<file path="src/hw/aohtr_pkg.sv">
// Package: register map and constants for the offset hold and test register bank
package aohtr_pkg;
  // ==========================================================================
  // Register offsets
  localparam logic [7:0] RO_A_ADDR = 8'h2a;
  localparam logic [7:0] RO_B_ADDR = 8'h2b;
  localparam logic [7:0] HOLD_CTL_ADDR = 8'h2c;
  localparam logic [7:0] FIX_A_ADDR = 8'h2d;
  localparam logic [7:0] FIX_B_ADDR = 8'h2e;
  localparam logic [7:0] LAST_ADDR = 8'h2e;
  // ==========================================================================
  // Fields and reset values
  localparam int HOLD_BIT = 4;
  localparam logic [7:0] HOLD_CTL_RST = 8'h00;
  localparam logic [7:0] FIX_A_RST = 8'h00;
  localparam logic [7:0] FIX_B_RST = 8'h00;
  localparam logic [7:0] RO_A_VAL = 8'h00;
  localparam logic [7:0] RO_B_VAL = 8'h00;
  // ==========================================================================
  // Offset loop timing
  localparam int SETTLE_UPDATES = 10;
  localparam logic [3:0] SETTLE_MAX = 4'ha;
endpackage : aohtr_pkg

</file>
<file path="src/hw/aohtr_regs.sv">
// Offset hold control and test register bank behind the serial port
// Contract
// - With hold clear and the loop enabled, every scheduled update loads a new offset correction.
// - With hold set, updates stop and the last correction stays applied.
// - The loop reports settled within at most ten updates after it starts.
// - Third and fourth test registers are read-only reserved bytes.
// - Fifth and sixth test registers are plain read/write bytes.
// - Addresses above the last test register are not acknowledged.
`timescale 1ns/1ps
`default_nettype none
module aohtr_regs (
  // Clock and reset
  input wire logic ref_clk_i,
  input wire logic reset_i,
  // Register port from the serial engine
  input wire logic [7:0] reg_addr_i,
  input wire logic reg_wr_i,
  input wire logic [7:0] reg_wdata_i,
  output logic [7:0] reg_rdata_o,
  output logic reg_ack_o,
  // Offset loop
  input wire logic offset_enable_i,
  input wire logic update_tick_i,
  input wire logic [7:0] offset_calc_i,
  output logic [7:0] offset_applied_o,
  output logic offset_hold_o,
  output logic offset_settled_o,
  // Registered copies of the read/write fix bytes
  output logic [7:0] fixed_a_o,
  output logic [7:0] fixed_b_o
);
  // ==========================================================================
  // Decode
  logic [7:0] hold_ctl_ff;
  logic [7:0] fix_a_ff;
  logic [7:0] fix_b_ff;
  logic [7:0] offset_ff;
  logic [3:0] upd_cnt_ff;
  logic [7:0] nxt_rdata;
  logic [3:0] nxt_upd_cnt;
  logic in_range;
  logic sel_hold;
  logic sel_fix_a;
  logic sel_fix_b;
  logic do_update;
  logic hold_now;

  assign in_range = (reg_addr_i <= aohtr_pkg::LAST_ADDR);
  assign sel_hold = reg_wr_i && (reg_addr_i == aohtr_pkg::HOLD_CTL_ADDR);
  assign sel_fix_a = reg_wr_i && (reg_addr_i == aohtr_pkg::FIX_A_ADDR);
  assign sel_fix_b = reg_wr_i && (reg_addr_i == aohtr_pkg::FIX_B_ADDR);
  assign hold_now = hold_ctl_ff[aohtr_pkg::HOLD_BIT];
  // Held loop ignores ticks so the last result stays put
  assign do_update = offset_enable_i && update_tick_i && !hold_now;
  // Count saturates; restart whenever the loop is disabled or held
  assign nxt_upd_cnt = (!offset_enable_i || hold_now) ? 4'h0 :
                       (do_update && upd_cnt_ff != aohtr_pkg::SETTLE_MAX) ?
                       upd_cnt_ff + 4'h1 : upd_cnt_ff;
  // Read-only bytes return fixed values; writes to them fall through unused
  assign nxt_rdata = (reg_addr_i == aohtr_pkg::RO_A_ADDR) ? aohtr_pkg::RO_A_VAL :
                     (reg_addr_i == aohtr_pkg::RO_B_ADDR) ? aohtr_pkg::RO_B_VAL :
                     (reg_addr_i == aohtr_pkg::HOLD_CTL_ADDR) ? hold_ctl_ff :
                     (reg_addr_i == aohtr_pkg::FIX_A_ADDR) ? fix_a_ff :
                     (reg_addr_i == aohtr_pkg::FIX_B_ADDR) ? fix_b_ff : 8'h00;

  // ==========================================================================
  // Registers
  always_ff @(posedge ref_clk_i or posedge reset_i) begin
    if (reset_i) begin
      hold_ctl_ff <= aohtr_pkg::HOLD_CTL_RST;
      fix_a_ff <= aohtr_pkg::FIX_A_RST;
      fix_b_ff <= aohtr_pkg::FIX_B_RST;
    end else begin
      // Full byte stored so software sees what it wrote
      if (sel_hold) hold_ctl_ff <= reg_wdata_i;
      if (sel_fix_a) fix_a_ff <= reg_wdata_i;
      if (sel_fix_b) fix_b_ff <= reg_wdata_i;
    end
  end

  always_ff @(posedge ref_clk_i or posedge reset_i) begin
    if (reset_i) begin
      offset_ff <= 8'h00;
      upd_cnt_ff <= 4'h0;
    end else begin
      if (do_update) offset_ff <= offset_calc_i;
      upd_cnt_ff <= nxt_upd_cnt;
    end
  end

  always_ff @(posedge ref_clk_i or posedge reset_i) begin
    if (reset_i) begin
      reg_rdata_o <= 8'h00;
      reg_ack_o <= 1'b0;
      offset_applied_o <= 8'h00;
      offset_hold_o <= 1'b0;
      offset_settled_o <= 1'b0;
      fixed_a_o <= aohtr_pkg::FIX_A_RST;
      fixed_b_o <= aohtr_pkg::FIX_B_RST;
    end else begin
      reg_rdata_o <= nxt_rdata;
      reg_ack_o <= in_range;
      offset_applied_o <= offset_ff;
      offset_hold_o <= hold_now;
      offset_settled_o <= (nxt_upd_cnt == aohtr_pkg::SETTLE_MAX);
      fixed_a_o <= fix_a_ff;
      fixed_b_o <= fix_b_ff;
    end
  end

  // ==========================================================================
  // Checks
  a_hold_freezes: assert property (@(posedge ref_clk_i) disable iff (reset_i)
    hold_now |=> offset_ff == $past(offset_ff))
    else $error("offset changed while held");
  a_update_loads: assert property (@(posedge ref_clk_i) disable iff (reset_i)
    (offset_enable_i && update_tick_i && !hold_now) |=> offset_ff == $past(offset_calc_i))
    else $error("offset not loaded on update");
  a_settle_ten: assert property (@(posedge ref_clk_i) disable iff (reset_i)
    upd_cnt_ff <= 4'd10)
    else $error("settle count past ten");
  a_ack_range: assert property (@(posedge ref_clk_i) disable iff (reset_i)
    reg_addr_i > 8'h2e |=> !reg_ack_o)
    else $error("ack above last address");
  a_ro_stable: assert property (@(posedge ref_clk_i) disable iff (reset_i)
    reg_addr_i == 8'h2a |=> reg_rdata_o == 8'h00)
    else $error("read-only byte changed");
  a_ro_nowrite: assert property (@(posedge ref_clk_i) disable iff (reset_i)
    (reg_wr_i && reg_addr_i == 8'h2b) |=> $stable(hold_ctl_ff) && $stable(fix_a_ff))
    else $error("read-only write had effect");
  a_fix_write: assert property (@(posedge ref_clk_i) disable iff (reset_i)
    sel_fix_b |=> ##1 fixed_b_o == $past(reg_wdata_i, 2))
    else $error("fixed byte not written");
  a_hold_out: assert property (@(posedge ref_clk_i) disable iff (reset_i)
    sel_hold |=> ##1 offset_hold_o == $past(reg_wdata_i[4], 2))
    else $error("hold output wrong");
endmodule : aohtr_regs
`default_nettype wire

</file>
<file path="config.mk">
export PLATFORM = sky130hd
export DESIGN_NAME = aohtr_regs
export DESIGN_NICKNAME = d
export VERILOG_FILES = /design/src/hw/aohtr_pkg.sv /design/src/hw/aohtr_regs.sv
export SDC_FILE = /design/constraint.sdc
export NUM_CORES = 1
export LEC_CHECK = 0
export BUFFER_PORTS_ARGS = -buffer_cell sky130_fd_sc_hd__buf_4
export CAP_MARGIN = 20
export CORE_MARGIN = 1.5
export CORE_UTILIZATION = 59
export CTS_BUF_LIST = sky130_fd_sc_hd__clkbuf_4
export DETAILED_ROUTE_END_ITERATION = 6
export GPL_TIMING_DRIVEN = 1
export MAX_ROUTING_LAYER = met4
export PLACE_DENSITY = 0.87
export SKIP_LAST_GASP = 1
export SLEW_MARGIN = 40
export SYNTH_ARGS = -nofsm -noshare
export SYNTH_HDL_FRONTEND = slang
export SYNTH_SLANG_ARGS = --single-unit
export TNS_END_PERCENT = 20
</file>
<file path="constraint.sdc">
create_clock -name ref_clk_i -period 5.25 [get_ports ref_clk_i]
set_input_delay 0.525 -clock ref_clk_i [delete_from_list [all_inputs] [get_ports ref_clk_i]]
set_output_delay 0.525 -clock ref_clk_i [all_outputs]
set_load 0.05 [all_outputs]
</file>
==> summary.json <==
{
  "sequential_share_of_power_pct": 59.1,
  "postCtsHoldBufs": 0,
  "placement_rows": 24,
  "vias": 1672,
  "floorplan.die_area_mm2": 0.00500,
  "antenna_violating_nets_post_route": 0,
  "fin_crit_ns": 1.97,
  "timing.final.hold_violations": 0,
  "achievable-frequency_mhz": 508,
  "number_of_buffers_inserted_by_port_buffering": 63,
  "core_area_mm2": 0.00438,
  "fillCellCount": 299,
  "tritoncts.num_buffers": 9,
  "worstPathArrival_ns": 2.24,
  "synth_cell_types": 33,
  "internal_power_uw": 737,
  "grt_start_max_net_pins": 72,
  "final-seq-area_mm2": 0.00178,
  "first_global_vias": 1712,
  "max_slew_margin_pct": 52.3,
  "post-layout-total-power_mw": 1.01,
  "total_setup_violations_reported_at_the_end_of_the_flow": 0,
  "timing.setup.tns_ns": 0,
  "crit_path_max_fanout": 8,
  "post-route-period-util_pct": 37.5,
  "hold_path_class": "in2async",
  "cts_tree": "done",
  "final_cell_area_mm2": 0.00332,
  "boundaryPins": 64,
  "leading_cell_type_in_the_layout_fill_and_taps_excluded": "dfrtp_1",
  "critPathLaunchType": "input pin",
  "path_class": "in2reg",
  "antenna_found_initial": 0,
  "antenna_cells_inserted": 0,
  "cts.repair_timing.setup_buffer_count": 0,
  "most-common-layout-cells": "dfrtp_1, buf_4, mux2_2",
  "timing.critical_path.to_type": "flip-flop",
  "postSynthRegisterBits": 71,
  "clock-skew-final_ns": 0.00422,
  "dr.first_iter.drc_count": 111,
  "grt_overflow": 0,
  "clock_sink_count": 71,
  "ctsResizeCount": 0,
  "timing_worst_slew_pin_value_ns": 0.712,
  "initial_core_util_pct": 61.8,
  "outcome": "finished clean",
  "utilization_pct": 75.8,
  "ctsHtreeMaxLevel": 3,
  "part_of_the_power_in_the_clock_network_pct": 25.6,
  "route.detailed.drc": 0,
  "worst_vdd_rail_ir_drop_uv": 173,
  "multiInputGateArea_um2": 860,
  "syn_area_mm2": 0.00271,
  "drt-total-wl_um": 5030,
  "detailedRoute.firstPassIterationCount": 4,
  "post_route_cells_drive_above_1_share_pct": 46.0,
  "power.share.combinational_pct": 15.3,
  "grt_setup_unrepaired": "false",
  "grtUsageTotal_pct": 23.1,
  "placement.setup.worst_slack_ns": 2.87,
  "root_buffer_selected_by_cts": "clkbuf_4",
  "ys.warnings.count": 0,
  "syn2layout_area_growth_pct": 22.7,
  "postSynthCellCount": 180,
  "placed_cell_area_mm2": 0.00322,
  "synth_seq_area_share_pct": 65.6,
  "post_synthesis_net_count": 211,
  "postSynthAreaPerCell_um2": 15.0,
  "die_w_um": 70.7,
  "cts.clk_slew.worst_paths_ns": 0.10,
  "die_height_um": 70.7,
  "insertion_delay_ns": 0.38,
  "power.net_switching_uw": 273,
  "finalNetCount": 280,
  "hpwlAfterDp_um": 3510,
  "wl_per_cell_um": 16.5,
  "maxSlewViolCount": 0,
  "place_congestion": 0.803,
  "timing.final.ws_setup_ns": 3.28,
  "swShare_pct": 27.0,
  "first_pass_grt_wire_length_um": 8340,
  "timing.max_cap.violations": 0,
  "critical_path_required_ns": 5.52,
  "cellPowerDensity_mw_per_mm2": 304,
  "cts_buffer_depth": 2,
  "routed_via_density": 5.50,
  "static-leakage-power_nw": 1.70
}
[per-layer routing]
| layer | global-route usage (%) | share of wire [%] |
|---|---|---|
| met3 | 4.56 | 4.3 |
| met2 | 34.9 | 50 |
| met4 | 13.2 | 2.7 |
| met1 | 29.5 | 43 |
| met5 | - | 0 |
[stage by stage]
stage / std cells / hold WS, ns
final: 304 / 0.298
after global routing: 304 / 0.290
after CTS: 304 / 0.301
after detailed placement: 290 / 0.357
after global placement: 290 / 0.351
after floorplan: 180 / 0.349
[synthesized netlist by cell type]
library cell	n	area share [%]
dfrtp_1	71	66
mux2_2	25	10
inv_1	11	1.5
nand2b_1	9	2.1
mux2_4	8	4.4
o21ai_0	8	1.5
o2111a_1	6	2.5
a21oi_1	5	0.92
clkbuf_1	4	0.55
nor2b_1	3	0.69
a211oi_1	2	0.55
and3b_1	2	0.65
ha_1	2	0.92
nand2_1	2	0.28
nand3b_1	2	0.55
o311a_1	2	0.74
or3_1	2	0.46
a41o_2	1	0.42
and3_1	1	0.23
and4_1	1	0.32
buf_1	1	0.14
buf_6	1	0.42
mux2i_1	1	0.37
nand4_1	1	0.23
nor3_2	1	0.37
nor3b_1	1	0.28
nor4_4	1	0.79
nor4b_1	1	0.32
o211ai_1	1	0.28
or3_2	1	0.28
or4_1	1	0.28
or4_4	1	0.42
or4b_4	1	0.51
[sequential cells by signal, summed over array words and instances (netlist names)]
| name | count |
|---|---|
| fix_a_ff | 8 |
| fix_b_ff | 8 |
| fixed_a_o | 8 |
| fixed_b_o | 8 |
| hold_ctl_ff | 8 |
| offset_applied_o | 8 |
| offset_ff | 8 |
| offset_hold_o | 1 |
| offset_settled_o | 1 |
| reg_ack_o | 1 |
| reg_rdata_o | 8 |
| upd_cnt_ff | 4 |
[final timing paths]
kind / endpoint / from / slack [ns] / cells after the start
max: fix_b_ff[3] / reg_addr_i[4] / 3.28 / 4
min: offset_applied_o[6] / reset_i / 0.30 / 3
max reg2reg: offset_settled_o / hold_ctl_ff[4] / 3.32 / 3
min reg2reg: offset_applied_o[5] / offset_ff[5] / 0.38 / 0
max in group asynchronous: fixed_a_o[0] / reset_i / 4.54 / 3
min in group ref_clk_i: reg_ack_o / reg_addr_i[7] / 0.32 / 2
[power by group through the flow]
stage                     combinational, mW  sequential, mW  clock [mW]
final                                 0.154           0.597       0.259
after floorplan                      0.0421           0.661           0
after global placement                0.153           0.606           0
after CTS                             0.156           0.598       0.269
after global routing                  0.164           0.602       0.295
after detailed placement              0.156           0.609           0
[cells by family after synthesis]
| kind of cell | after synthesis | synth area share, % |
|---|---|---|
| adder cells (fa/ha/maj) | 2 | 0.924 |
| AO/OA/AOI/OAI | 25 | 6.89 |
| flip-flops | 71 | 65.6 |
| buffers and inverters | 17 | 2.63 |
| multiplexers | 34 | 15.2 |
| AND/OR/NAND/NOR | 31 | 8.73 |
[worst max-delay path, stage by stage]
cell and delay (ns):
buf_4 0.12, or4b_4 0.57, nor3_2 0.61, mux2_2 0.42
[layout make-up]
class	instances	area share, %
inverters	11	1.24
multi-input cells	92	25.9
repair buffers	64	14.6
flip-flops and latches	71	53.5
clock inverters	3	0.377
clock buffers	11	2.49
well taps	52	1.96
(Power assumes the default switching activity.)
